[config.mk]
export PLATFORM = sky130hd
export DESIGN_NAME = fcsc_top
export DESIGN_NICKNAME = d
export VERILOG_FILES = /design/src/logic/fcsc_pkg.sv /design/src/logic/fcsc_counter.sv /design/src/logic/fcsc_out_chan.sv /design/src/logic/fcsc_top.sv
export SDC_FILE = /design/constraint.sdc
export NUM_CORES = 1
export LEC_CHECK = 0
export ABC_AREA = 1
export BUFFER_PORTS_ARGS = -buffer_cell sky130_fd_sc_hd__buf_4
export CORE_ASPECT_RATIO = 0.9
export CORE_MARGIN = 2
export CORE_UTILIZATION = 61
export CTS_BUF_LIST = sky130_fd_sc_hd__clkbuf_16
export CTS_CLUSTER_DIAMETER = 30
export CTS_CLUSTER_SIZE = 8
export DETAILED_ROUTE_END_ITERATION = 10
export PLACE_DENSITY = 0.81
export SETUP_SLACK_MARGIN = 0.3
export SYNTH_ARGS = -nofsm -noshare
export SYNTH_HDL_FRONTEND = slang
export SYNTH_SLANG_ARGS = --single-unit
export TNS_END_PERCENT = 10
[constraint.sdc]
create_clock -name CLK -period 4.75 [get_ports CLK]
set_input_delay 0.475 -clock CLK [delete_from_list [all_inputs] [get_ports CLK]]
set_output_delay 0.475 -clock CLK [all_outputs]
set_load 0.01 [all_outputs]
[src/logic/fcsc_pkg.sv]
// Constants shared by the force-strobe and counter register block
//
// Contract
// RL1 - Force strobes act only in non-PWM modes
// RL2 - Writing one forces an immediate compare match
// RL3 - Forced match follows current output mode setting
// RL4 - Forced match sets no flag, no interrupt
// RL5 - Forced match never clears counter in clear-on-match
// RL6 - Force strobe bits always read as zero
// RL7 - Strobe bits: A at 7, B 6, C 5
// RL8 - Software writes zeros to reserved bits 4:0
// RL9 - Modes: 00 off, 01 toggle, 10 low, 11 high
// RL10 - Counter accessed through shared high-byte latch
// RL11 - Counter write suppresses next compare match
// RL12 - Each strobe lasts exactly one clock cycle
package fcsc_pkg;
  localparam int NUM_TIMERS = 4;
  localparam int NUM_CHAN = 3;
  localparam int NUM_OUT = NUM_TIMERS * NUM_CHAN;
  localparam int ADDR_W = 12;
  localparam int IDX_W = ADDR_W - 2;
  localparam int DATA_W = 32;
  localparam int STRB_W = DATA_W / 8;
  localparam int BYTE_W = 8;
  localparam int CNT_W = 16;
  localparam int COM_W = 2;
  localparam int WGM_W = 4;
  localparam int CTRL_W = 11;

  // Register indices; byte address is four times the index
  localparam logic [IDX_W-1:0] IDX_FORCE [NUM_TIMERS] = '{10'h082, 10'h092, 10'h0a2, 10'h122};
  localparam logic [IDX_W-1:0] IDX_CTRL [NUM_TIMERS] = '{10'h080, 10'h090, 10'h0a0, 10'h120};
  localparam logic [IDX_W-1:0] IDX_CNT_LO [NUM_TIMERS] = '{10'h084, 10'h094, 10'h0a4, 10'h124};
  localparam logic [IDX_W-1:0] IDX_CNT_HI [NUM_TIMERS] = '{10'h085, 10'h095, 10'h0a5, 10'h125};

  // Strobe positions inside the force register, channel A first
  localparam int FORCE_BIT [NUM_CHAN] = '{7, 6, 5};

  // Mode register fields
  localparam int CTRL_WGM_LSB = 0;
  localparam int CTRL_COM_LSB = 4;
  localparam int CTRL_RUN_BIT = 10;

  localparam logic [CTRL_W-1:0] CTRL_RESET = 11'h000;
  localparam logic [CNT_W-1:0] CNT_RESET = 16'h0000;
  localparam logic [BYTE_W-1:0] TEMP_RESET = 8'h00;

  localparam logic [WGM_W-1:0] MODE_NORMAL = 4'h0;
  localparam logic [WGM_W-1:0] MODE_CTC_A = 4'h4;
  localparam logic [WGM_W-1:0] MODE_CTC_ICR = 4'hc;

  localparam logic [COM_W-1:0] COM_OFF = 2'h0;
  localparam logic [COM_W-1:0] COM_TOGGLE = 2'h1;
  localparam logic [COM_W-1:0] COM_CLEAR = 2'h2;
  localparam logic [COM_W-1:0] COM_SET = 2'h3;

  localparam logic [1:0] RESP_OKAY = 2'h0;
  localparam logic [1:0] RESP_SLVERR = 2'h2;

  function automatic logic fcsc_non_pwm(input logic [WGM_W-1:0] mode);
    return (mode == MODE_NORMAL) || (mode == MODE_CTC_A) || (mode == MODE_CTC_ICR);
  endfunction
endpackage

[src/logic/fcsc_counter.sv]
// One 16-bit timer counter with load and clear-on-match
`timescale 1ns/10ps
module fcsc_counter #(
  parameter int CNT_W = fcsc_pkg::CNT_W
) (
  input  wire logic             clk,
  input  wire logic             srst,
  input  wire logic             run,
  input  wire logic             clr,
  input  wire logic             wr,
  input  wire logic [CNT_W-1:0] wdata,
  output logic      [CNT_W-1:0] cnt
);
  import fcsc_pkg::*;

  // Software load beats the match clear so a write is never lost
  always_ff @(posedge clk) begin
    if (srst) begin
      cnt <= CNT_W'(CNT_RESET);
    end else if (wr) begin
      cnt <= wdata;
    end else if (clr) begin
      cnt <= '0;
    end else if (run) begin
      cnt <= cnt + 1'b1;
    end
  end
endmodule // fcsc_counter

[src/logic/fcsc_out_chan.sv]
// Compare output pin of one channel, non-PWM behaviour
`timescale 1ns/10ps
module fcsc_out_chan (
  input  wire logic                       clk,
  input  wire logic                       srst,
  input  wire logic                       hit,
  input  wire logic                       active,
  input  wire logic [fcsc_pkg::COM_W-1:0] com,
  output logic                            pin,
  output logic                            pin_en
);
  import fcsc_pkg::*;

  always_ff @(posedge clk) begin
    if (srst) begin
      pin <= 1'b0;
    end else if (hit && active) begin
      case (com) // [RL9] [RL3]
        COM_TOGGLE: pin <= !pin;
        COM_CLEAR: pin <= 1'b0;
        COM_SET: pin <= 1'b1;
        default: pin <= pin;
      endcase
    end
  end

  always_ff @(posedge clk) begin
    if (srst) begin
      pin_en <= 1'b0;
    end else begin
      pin_en <= (com != COM_OFF);
    end
  end
endmodule // fcsc_out_chan

[src/logic/fcsc_top.sv]
// Force-strobe and counter registers of four timers behind AXI4-Lite
//
// The AXI4-Lite interface to the registers was chosen for this implementation.
`timescale 1ns/10ps
module fcsc_top (
  input  wire logic                          CLK,
  input  wire logic                          SRST,
  input  wire logic [fcsc_pkg::ADDR_W-1:0]   AWADDR,
  input  wire logic [2:0]                    AWPROT,
  input  wire logic                          AWVALID,
  output logic                               AWREADY,
  input  wire logic [fcsc_pkg::DATA_W-1:0]   WDATA,
  input  wire logic [fcsc_pkg::STRB_W-1:0]   WSTRB,
  input  wire logic                          WVALID,
  output logic                               WREADY,
  output logic      [1:0]                    BRESP,
  output logic                               BVALID,
  input  wire logic                          BREADY,
  input  wire logic [fcsc_pkg::ADDR_W-1:0]   ARADDR,
  input  wire logic [2:0]                    ARPROT,
  input  wire logic                          ARVALID,
  output logic                               ARREADY,
  output logic      [fcsc_pkg::DATA_W-1:0]   RDATA,
  output logic      [1:0]                    RRESP,
  output logic                               RVALID,
  input  wire logic                          RREADY,
  input  wire logic [fcsc_pkg::NUM_OUT-1:0]  REAL_MATCH,
  output logic      [fcsc_pkg::NUM_OUT-1:0]  COMPARE_OUT,
  output logic      [fcsc_pkg::NUM_OUT-1:0]  COMPARE_OUT_EN,
  output logic      [fcsc_pkg::NUM_OUT-1:0]  MATCH_FLAG
);
  import fcsc_pkg::*;

  logic aw_full;
  logic w_full;
  logic next_aw_full;
  logic next_w_full;
  logic wr_fire;
  logic wr_hit;
  logic rd_take;
  logic rd_hit;
  logic [ADDR_W-1:0] aw_addr;
  logic [DATA_W-1:0] w_data;
  logic [STRB_W-1:0] w_strb;
  logic [IDX_W-1:0] wr_idx;
  logic [IDX_W-1:0] rd_idx;
  logic [DATA_W-1:0] rd_data;
  logic [BYTE_W-1:0] rd_latch;
  logic [BYTE_W-1:0] temp;
  logic [CNT_W-1:0] cnt_wdata;
  logic [CTRL_W-1:0] ctrl [NUM_TIMERS];
  logic [CNT_W-1:0] cnt [NUM_TIMERS];
  logic [NUM_TIMERS-1:0] wr_force;
  logic [NUM_TIMERS-1:0] wr_ctrl;
  logic [NUM_TIMERS-1:0] wr_hi;
  logic [NUM_TIMERS-1:0] cnt_wr;
  logic [NUM_TIMERS-1:0] rd_lo;
  logic [NUM_TIMERS-1:0] suppress;
  logic [NUM_TIMERS-1:0] non_pwm;
  logic [NUM_TIMERS-1:0][NUM_CHAN-1:0] force_pulse;
  logic [NUM_OUT-1:0] gated;

  ////////////////////////////////////////////////////////////////////
  // Write channels: address and data are held until both are in

  always_comb begin
    next_aw_full = aw_full;
    if (AWVALID && AWREADY) begin
      next_aw_full = 1'b1;
    end else if (wr_fire) begin
      next_aw_full = 1'b0;
    end
  end

  always_comb begin
    next_w_full = w_full;
    if (WVALID && WREADY) begin
      next_w_full = 1'b1;
    end else if (wr_fire) begin
      next_w_full = 1'b0;
    end
  end

  always_ff @(posedge CLK) begin
    if (SRST) begin
      aw_full <= 1'b0;
      AWREADY <= 1'b0;
      aw_addr <= '0;
    end else begin
      aw_full <= next_aw_full;
      AWREADY <= !next_aw_full;
      if (AWVALID && AWREADY) begin
        aw_addr <= AWADDR;
      end
    end
  end

  always_ff @(posedge CLK) begin
    if (SRST) begin
      w_full <= 1'b0;
      WREADY <= 1'b0;
      w_data <= '0;
      w_strb <= '0;
    end else begin
      w_full <= next_w_full;
      WREADY <= !next_w_full;
      if (WVALID && WREADY) begin
        w_data <= WDATA;
        w_strb <= WSTRB;
      end
    end
  end

  // Holding off while a response waits keeps one write in flight
  assign wr_fire = aw_full && w_full && !BVALID;
  assign wr_idx = aw_addr[ADDR_W-1:2];
  assign cnt_wdata = {temp, w_data[BYTE_W-1:0]}; // [RL10]

  always_ff @(posedge CLK) begin
    if (SRST) begin
      BVALID <= 1'b0;
      BRESP <= RESP_OKAY;
    end else if (wr_fire) begin
      BVALID <= 1'b1;
      BRESP <= wr_hit ? RESP_OKAY : RESP_SLVERR;
    end else if (BREADY) begin
      BVALID <= 1'b0;
    end
  end

  ////////////////////////////////////////////////////////////////////
  // Write decode; only strobe bit 0 enables a write, and the mode register also takes data bits 10:8

  always_comb begin
    wr_hit = 1'b0;
    wr_force = '0;
    wr_ctrl = '0;
    wr_hi = '0;
    cnt_wr = '0;
    for (int t = 0; t < NUM_TIMERS; t++) begin
      if (wr_idx == IDX_FORCE[t]) begin
        wr_hit = 1'b1;
        wr_force[t] = wr_fire && w_strb[0];
      end else if (wr_idx == IDX_CTRL[t]) begin
        wr_hit = 1'b1;
        wr_ctrl[t] = wr_fire && w_strb[0];
      end else if (wr_idx == IDX_CNT_LO[t]) begin
        wr_hit = 1'b1;
        cnt_wr[t] = wr_fire && w_strb[0]; // [RL10]
      end else if (wr_idx == IDX_CNT_HI[t]) begin
        wr_hit = 1'b1;
        wr_hi[t] = wr_fire && w_strb[0]; // [RL10]
      end
    end
  end

  ////////////////////////////////////////////////////////////////////
  // Read channel, one cycle from address to data

  assign rd_take = ARVALID && ARREADY;
  assign rd_idx = ARADDR[ADDR_W-1:2];

  always_comb begin
    rd_hit = 1'b0;
    rd_data = '0;
    rd_lo = '0;
    rd_latch = temp;
    for (int t = 0; t < NUM_TIMERS; t++) begin
      if (rd_idx == IDX_FORCE[t]) begin
        rd_hit = 1'b1; // [RL6]
      end else if (rd_idx == IDX_CTRL[t]) begin
        rd_hit = 1'b1;
        rd_data = {21'h000000, ctrl[t]};
      end else if (rd_idx == IDX_CNT_LO[t]) begin
        rd_hit = 1'b1;
        rd_lo[t] = rd_take;
        rd_data = {24'h000000, cnt[t][BYTE_W-1:0]};
        rd_latch = cnt[t][CNT_W-1:BYTE_W]; // [RL10]
      end else if (rd_idx == IDX_CNT_HI[t]) begin
        rd_hit = 1'b1;
        rd_data = {24'h000000, temp}; // [RL10]
      end
    end
  end

  always_ff @(posedge CLK) begin
    if (SRST) begin
      RVALID <= 1'b0;
      RDATA <= '0;
      RRESP <= RESP_OKAY;
    end else if (rd_take) begin
      RVALID <= 1'b1;
      RDATA <= rd_data;
      RRESP <= rd_hit ? RESP_OKAY : RESP_SLVERR;
    end else if (RREADY) begin
      RVALID <= 1'b0;
    end
  end

  always_ff @(posedge CLK) begin
    if (SRST) begin
      ARREADY <= 1'b0;
    end else begin
      ARREADY <= !rd_take && (!RVALID || RREADY);
    end
  end

  ////////////////////////////////////////////////////////////////////
  // Shared high-byte latch; a high-byte write beats a low-byte read

  always_ff @(posedge CLK) begin
    if (SRST) begin
      temp <= TEMP_RESET;
    end else if (|wr_hi) begin
      temp <= w_data[BYTE_W-1:0]; // [RL10]
    end else if (|rd_lo) begin
      temp <= rd_latch; // [RL10]
    end
  end

  ////////////////////////////////////////////////////////////////////
  // Per-timer mode, counter, strobes and output channels

  for (genvar t = 0; t < NUM_TIMERS; t++) begin : g_tmr
    assign non_pwm[t] = fcsc_non_pwm(ctrl[t][CTRL_WGM_LSB +: WGM_W]);

    always_ff @(posedge CLK) begin
      if (SRST) begin
        ctrl[t] <= CTRL_RESET;
      end else if (wr_ctrl[t]) begin
        ctrl[t] <= w_data[CTRL_W-1:0];
      end
    end

    // The comparators see the loaded value one cycle late, so block them
    always_ff @(posedge CLK) begin
      if (SRST) begin
        suppress[t] <= 1'b0;
      end else begin
        suppress[t] <= cnt_wr[t]; // [RL11]
      end
    end

    // Only a real match on A may clear; strobes never reach here
    fcsc_counter #(
      .CNT_W (CNT_W)
    ) u_cnt (
      .clk   (CLK),
      .srst  (SRST),
      .run   (ctrl[t][CTRL_RUN_BIT]),
      .clr   (gated[t*NUM_CHAN] && ctrl[t][CTRL_WGM_LSB +: WGM_W] == MODE_CTC_A), // [RL5]
      .wr    (cnt_wr[t]),
      .wdata (cnt_wdata),
      .cnt   (cnt[t])
    );

    for (genvar c = 0; c < NUM_CHAN; c++) begin : g_ch
      // Reserved bits 4:0 are ignored whatever software writes
      always_ff @(posedge CLK) begin
        if (SRST) begin
          force_pulse[t][c] <= 1'b0;
        end else begin
          force_pulse[t][c] <= wr_force[t] && w_data[FORCE_BIT[c]] && non_pwm[t]; // [RL1] [RL2] [RL7] [RL12]
        end
      end

      assign gated[t*NUM_CHAN+c] = REAL_MATCH[t*NUM_CHAN+c] && !suppress[t]; // [RL11]

      // Flags come from real matches alone
      always_ff @(posedge CLK) begin
        if (SRST) begin
          MATCH_FLAG[t*NUM_CHAN+c] <= 1'b0;
        end else begin
          MATCH_FLAG[t*NUM_CHAN+c] <= gated[t*NUM_CHAN+c]; // [RL4]
        end
      end

      fcsc_out_chan u_out (
        .clk    (CLK),
        .srst   (SRST),
        .hit    (gated[t*NUM_CHAN+c] || force_pulse[t][c]), // [RL2] [RL3]
        .active (non_pwm[t]),
        .com    (ctrl[t][CTRL_COM_LSB+COM_W*c +: COM_W]),
        .pin    (COMPARE_OUT[t*NUM_CHAN+c]),
        .pin_en (COMPARE_OUT_EN[t*NUM_CHAN+c])
      );

    end

  end
endmodule // fcsc_top

Word-level counts from Yosys, hierarchy flattened
Memories as Yosys holds them, arrays and structs flattened. Index checks and enable logic that the tools add are counted.

Register bits after elaboration: 191. RAM bits: 44. Bits of input ports: 85. Output and inout bits: 77. Memories kept: 1.

Memory list: ctrl (words 4, width 11, rd ports 4, clocked after Yosys merged registers in 0, wr ports 4, RTL line fcsc_top.sv:51) `logic [CTRL_W-1:0] ctrl [NUM_TIMERS];`.

Add/sub/neg operators: 4. Equality and inequality tests: 76. Mux-type cells: 166. Bitwise operators: 4. Reductions and logical operators: 150.

Operator list (count): $mux W32 (12); $eq A10 B8 Y1 const B (24); $mux W16 (12); $mux W8 (16); $mux W1 (106); $eq A10 B9 Y1 const B (8); $mux W11 (6); $add A16 B1 Y16 const B (4); $logic_and A1 B1 Y1 (59); $eq A2 B2 Y1 const B (24); $reduce_bool A3 Y1 (16); $pmux W1 S3 (12); $reduce_bool A2 Y1 (15); $eq A2 B1 Y1 const B (12); $reduce_and A2 Y1 (12); $logic_not A1 Y1 (21); $logic_or A1 B1 Y1 (21); $eq A4 B3 Y1 const B (4); $eq A4 B4 Y1 const B (4); $logic_not A4 Y1 (4); $reduce_or A4 Y1 (2); $mux W2 (2); $or A1 B1 Y1 (4).

Longest topological paths before layout
Word-level depth: 18. Mapped depth: 13. Gate-level depth less buffers: 13.

Modules after synthesis
A second synthesis with hierarchy kept.

Cells, all modules: 1651. Area, all modules: 11802.6 um2.

Modules (own cells, without submodules): fcsc_top (times used 1, cells an instance 831, area each 6292.3 um2, seq. area each 2882.8 um2); fcsc_counter (times used 4, cells an instance 166, area each 1103.6 um2, seq. area each 320.3 um2); fcsc_out_chan (times used 12, cells an instance 13, area each 91.3 um2, seq. area each 40.0 um2).

Worst setup path before layout
No wires, ideal clock.

Path kind: input port to flip-flop. Start point: input port ARADDR[10] in the netlist's numbering. End point: register RDATA[7] in the netlist's numbering. Setup time: 120 ps. Data arrival time: 1642 ps. Required time: 4630 ps. Setup slack: 2988 ps. Stages on the path: 11. Buffers on the path: 1. Path through: nor2_1 -> nand2_1 -> nor2_2 -> inv_1 -> nor2_2 -> buf_2 -> a21oi_1 -> nor2_1 -> nor2_1 -> nand2_1 -> a21oi_1.

Cells in the longest elaborated chain, start to end: 17.

Ends and longest elaborated chain: start, declared (RTL line fcsc_top.sv:19) `input wire logic [fcsc_pkg::ADDR_W-1:0] ARADDR,`; $eq A10 B8 Y1 (RTL line fcsc_top.sv:179) `end else if (rd_idx == IDX_CNT_HI[t]) begin`; $mux W8 (RTL line fcsc_top.sv:179); $mux W8 (RTL line fcsc_top.sv:174) `end else if (rd_idx == IDX_CNT_LO[t]) begin`; $mux W11 (RTL line fcsc_top.sv:171) `end else if (rd_idx == IDX_CTRL[t]) begin`; $mux W11 (RTL line fcsc_top.sv:169) `if (rd_idx == IDX_FORCE[t]) begin`; $mux W32 (RTL line fcsc_top.sv:179); $mux W32 (RTL line fcsc_top.sv:174); $mux W32 (RTL line fcsc_top.sv:171); $mux W32 (RTL line fcsc_top.sv:169); $mux W32 (RTL line fcsc_top.sv:179); $mux W32 (RTL line fcsc_top.sv:174); $mux W32 (RTL line fcsc_top.sv:171); $mux W32 (RTL line fcsc_top.sv:169); $mux W32 (RTL line fcsc_top.sv:179); $mux W32 (RTL line fcsc_top.sv:174); $mux W32 (RTL line fcsc_top.sv:171); $mux W32 (*) (RTL line fcsc_top.sv:169); end signal, assigned (RTL line fcsc_top.sv:193) `RDATA <= rd_data;`; end, declared (RTL line fcsc_top.sv:23) `output logic [fcsc_pkg::DATA_W-1:0] RDATA,`.

Every way passes the cells marked *; elsewhere a longest branch is shown, timed or not. A chain may end at the register's enable or synchronous reset.

Worst setup path in the final report
Start point: register aw_addr[3]. End point: register g_tmr[2].u_cnt.cnt[15].

Cells in the longest elaborated chain, start to end: 5.

Ends and longest elaborated chain: start, declared (RTL line fcsc_top.sv:42) `logic [ADDR_W-1:0] aw_addr;`; start signal, assigned (RTL line fcsc_top.sv:88) `aw_addr <= '0;`; start signal, assigned (RTL line fcsc_top.sv:93) `aw_addr <= AWADDR;`; $eq A10 B8 Y1 (RTL line fcsc_top.sv:147) `end else if (wr_idx == IDX_CNT_LO[t]) begin`; $mux W1 (RTL line fcsc_top.sv:147); $mux W1 (RTL line fcsc_top.sv:144) `end else if (wr_idx == IDX_CTRL[t]) begin`; $mux W1 (*) (RTL line fcsc_top.sv:141) `if (wr_idx == IDX_FORCE[t]) begin`; $reduce_bool A3 Y1 (no source line) or $mux W16 (tied branches); end signal, assigned (RTL line fcsc_counter.sv:19) `cnt <= CNT_W'(CNT_RESET);`; end signal, assigned (RTL line fcsc_counter.sv:21) `cnt <= wdata;`; end signal, assigned (RTL line fcsc_counter.sv:25) `cnt <= cnt + 1'b1;`; end, declared (RTL line fcsc_counter.sv:12) `output logic [CNT_W-1:0] cnt`.

Marks and branches as above.

==> metrics.yaml <==
outcome: "finished clean"
pwr-share-comb_pct: 7.6
power_density_nw_per_um2: 372
cellInternalPower_mw: 3.82
clkPwrFrac_pct: 53.5
grt_overflow: 0
hold_buffers: 0
gp_congestion: 0.964
cts.sink_count: 210
areaGrowthSynthToFinish_pct: 16.2
cts-buffers-inserted: 43
start_util_pct: 61.7
syn_inst: 1722
fp.dieArea_um2: 20400
path_max_fanout: 29
fmax_mhz: 371
grt_max_degree: 93
viasPerCell: 5.95
end_kind: "register"
finalNetCount: 1884
critPathRequiredTime_ns: 5.15
core_area_um2: 19000
htree_levels: 2
postSynthAreaPerCell_um2: 6.82
hold_violations: 0
port_buffers: 104
setup-violations-final: 0
ys_seq_elements: 210
min_period_ns: 2.70
place_inst: 2000
diodes: 0
wl_per_cell_um: 18.7
grt_usage_pct: 37.7
critPathSlowestCell: "or2_1"
maxCapViolations: 0
vias: 12352
hpwl_um: 27400
synth_cell_types: 49
cp-start-kind: "register"
yosysWarnings: 0
cts_tree: "done"
cts-root-buf: "clkbuf_16"
totalWireLength_um: 38900
ys_seq_area_share_pct: 39.5
power.switching_mw: 1.26
path_buf_inv: 1
clockBufferDepth: 3
crit_arrival_ns: 3.10
final_cells: 2075
clk_latency_ns: 0.53
path_cells: "inv_2, nand4_2, nor2_2, nand2_4, nand2_2, or2_1, o21ai_0, a21oi_1, nor2_1"
die_w_um: 150
dr.pass1.iters: 6
netlist_area_um2: 11700
drc: 0
slew_headroom_pct: 23.8
antenna_found_initial: 1
post_cts_resized: 0
tns_ns: 0
max_stage_delay_ns: 0.71
rsz0062_at_grt: "false"
worst_pin_slew_ns: 1.14
p_sw_share_pct: 24.8
drt_iter0_drc: 1649
ios: 162
peakVddDrop_v: 0.000431
worst_hold_path_type: "in -> reg"
drive_gt1_share_pct: 11.3
grt_pass1_vias: 10974
path_delay_family: "simple AND/OR/NAND/NOR gates"
p_seq_share_pct: 38.9
p_leak_nw: 5.70
drv_slew: 0
post_cts_buffers: 0
rows: 48
ant_nets: 0
crit_type: "reg -> reg"
die_h_um: 136
period_share_pct: 56.8
clk_pin_slew_ns: 0.05
grt_pass1_wl_um: 59200
skew_ns: 0.0247
cells in the mapped netlist (all sizes together):
cell type | number | area [um^2]
xor2 | 15 | 131
or2 | 3 | 18.8
o22ai | 11 | 68.8
conb | 1 | 3.75
a41oi | 1 | 8.76
o211ai | 9 | 67.6
xnor2 | 3 | 26.3
o221ai | 2 | 17.5
edfxtp | 44 | 1320
a211oi | 1 | 7.51
o31ai | 3 | 22.5
inv | 172 | 648
and3 | 3 | 18.8
a31oi | 8 | 50.1
a31o | 1 | 8.76
nand3b | 2 | 15.0
clkbuf | 33 | 125
o211a | 1 | 10.0
o21ai | 176 | 881
buf | 72 | 512
ha | 4 | 50.1
nor2 | 321 | 1250
o21bai | 2 | 15.0
dfxtp | 166 | 3320
a21oi | 153 | 766
a22oi | 5 | 37.5
nand3 | 175 | 891
clkinv | 4 | 15.0
nand4 | 24 | 156
nand2 | 271 | 1070
nor3 | 36 | 208
stage by stage:
stage	utilization (%)	cell area, um^2	worst slack, ns	hold WS [ns]	power [mW]
6_report	71.7	13700	2.05	0.184	5.08
5_1_grt	71.7	13700	1.94	0.202	5.23
4_1_cts	71.7	13700	2.20	0.176	5.08
3_5_place_dp	64.8	12300	2.17	0.468	2.38
3_3_place_gp	64.8	12300	2.19	0.455	2.37
2_1_floorplan	-	11800	2.99	0.452	2.24
cells in the final DEF (no fill, tap or decap), types with 4 or more instances in the layout:
cell type / Yosys / layout
nand4_1: 23 / 23
clkinvlp_4: 0 / 5
nand2_1: 261 / 261
buf_4: 51 / 111
inv_2: 5 / 5
nand2_2: 6 / 6
nand3_1: 172 / 172
ha_1: 4 / 4
nor2_2: 9 / 9
xor2_1: 15 / 15
o21ai_1: 17 / 17
inv_1: 166 / 178
a22oi_1: 5 / 5
conb_1: 1 / 23
clkinv_2: 0 / 4
a21oi_1: 153 / 153
o211ai_1: 9 / 9
clkbuf_16: 0 / 43
o21ai_0: 159 / 159
nor2_1: 309 / 309
nor3_1: 33 / 33
edfxtp_1: 44 / 44
clkinv_1: 4 / 9
o22ai_1: 11 / 11
a31oi_1: 8 / 8
dfxtp_1: 166 / 166
cell type report:
type / count / area, um^2
inverters: 176 / 664
well taps: 250 / 313
repair buffers: 111 / 833
clock buffers: 43 / 1080
flip-flops and latches: 210 / 4640
clock inverters: 32 / 236
fillers: 1598 / 5390
multi-input cells: 1253 / 5880
kinds of logic (layout without fill, tap and decap cells):
group           after synthesis  in the layout  share of synthesized area, %
buf+inv                     281            362                          11.1
simple gates                835            835                          30.9
other cells                   1             23                        0.0319
fa+ha+maj                     4              4                         0.426
compound gates              373            373                          16.7
flops                       210            210                          39.5
xor+xnor                     18             18                          1.34
worst paths after layout:
kind	slack, ns	end	cells after the start	from
setup / recovery	2.05	g_tmr[2].u_cnt.cnt[15]$_SDFFE_PP0P_	9	aw_addr[3]$_SDFFE_PP0P_
hold / removal	0.18	MATCH_FLAG[5]$_SDFF_PP0_	3	REAL_MATCH[5]
setup reg to reg	2.05	g_tmr[2].u_cnt.cnt[15]$_SDFFE_PP0P_	9	aw_addr[3]$_SDFFE_PP0P_
hold reg to reg	0.48	g_tmr[3].g_ch[0].u_out.pin$_SDFFE_PP0P_	2	g_tmr[3].g_ch[0].u_out.pin$_SDFFE_PP0P_
registers in the layout (all words and copies together) (netlist names), 4 cells and up:
| register | count |
|---|---|
| MATCH_FLAG | 12 |
| RDATA | 11 |
| aw_addr | 10 |
| ctrl | 44 |
| force_pulse | 12 |
| g_tmr.g_ch.u_out.pin | 12 |
| g_tmr.g_ch.u_out.pin_en | 12 |
| g_tmr.u_cnt.cnt | 64 |
| suppress | 4 |
| temp | 8 |
| w_data | 11 |
power by group through the flow:
stage	Clock (mW)	Combinational [mW]	Sequential (mW)
after detailed placement	0	0.374	2.01
after global placement	0	0.365	2.00
after floorplan	0	0.259	1.99
after global routing	2.82	0.425	1.99
final	2.72	0.386	1.98
after CTS	2.72	0.378	1.98
tightest hold or removal path, cell delays in order:
cell and delay, ns:
buf_4 0.08, nand2_1 0.04, nor2_1 0.06
metal layers:
metal  global-route usage (%)  wire length (um)
met1                     51.0             15100
met2                     59.4             17500
met3                     8.42              5010
met5                        0                 0
met4                     13.4              1300
Power figures use the tool's default switching activity.
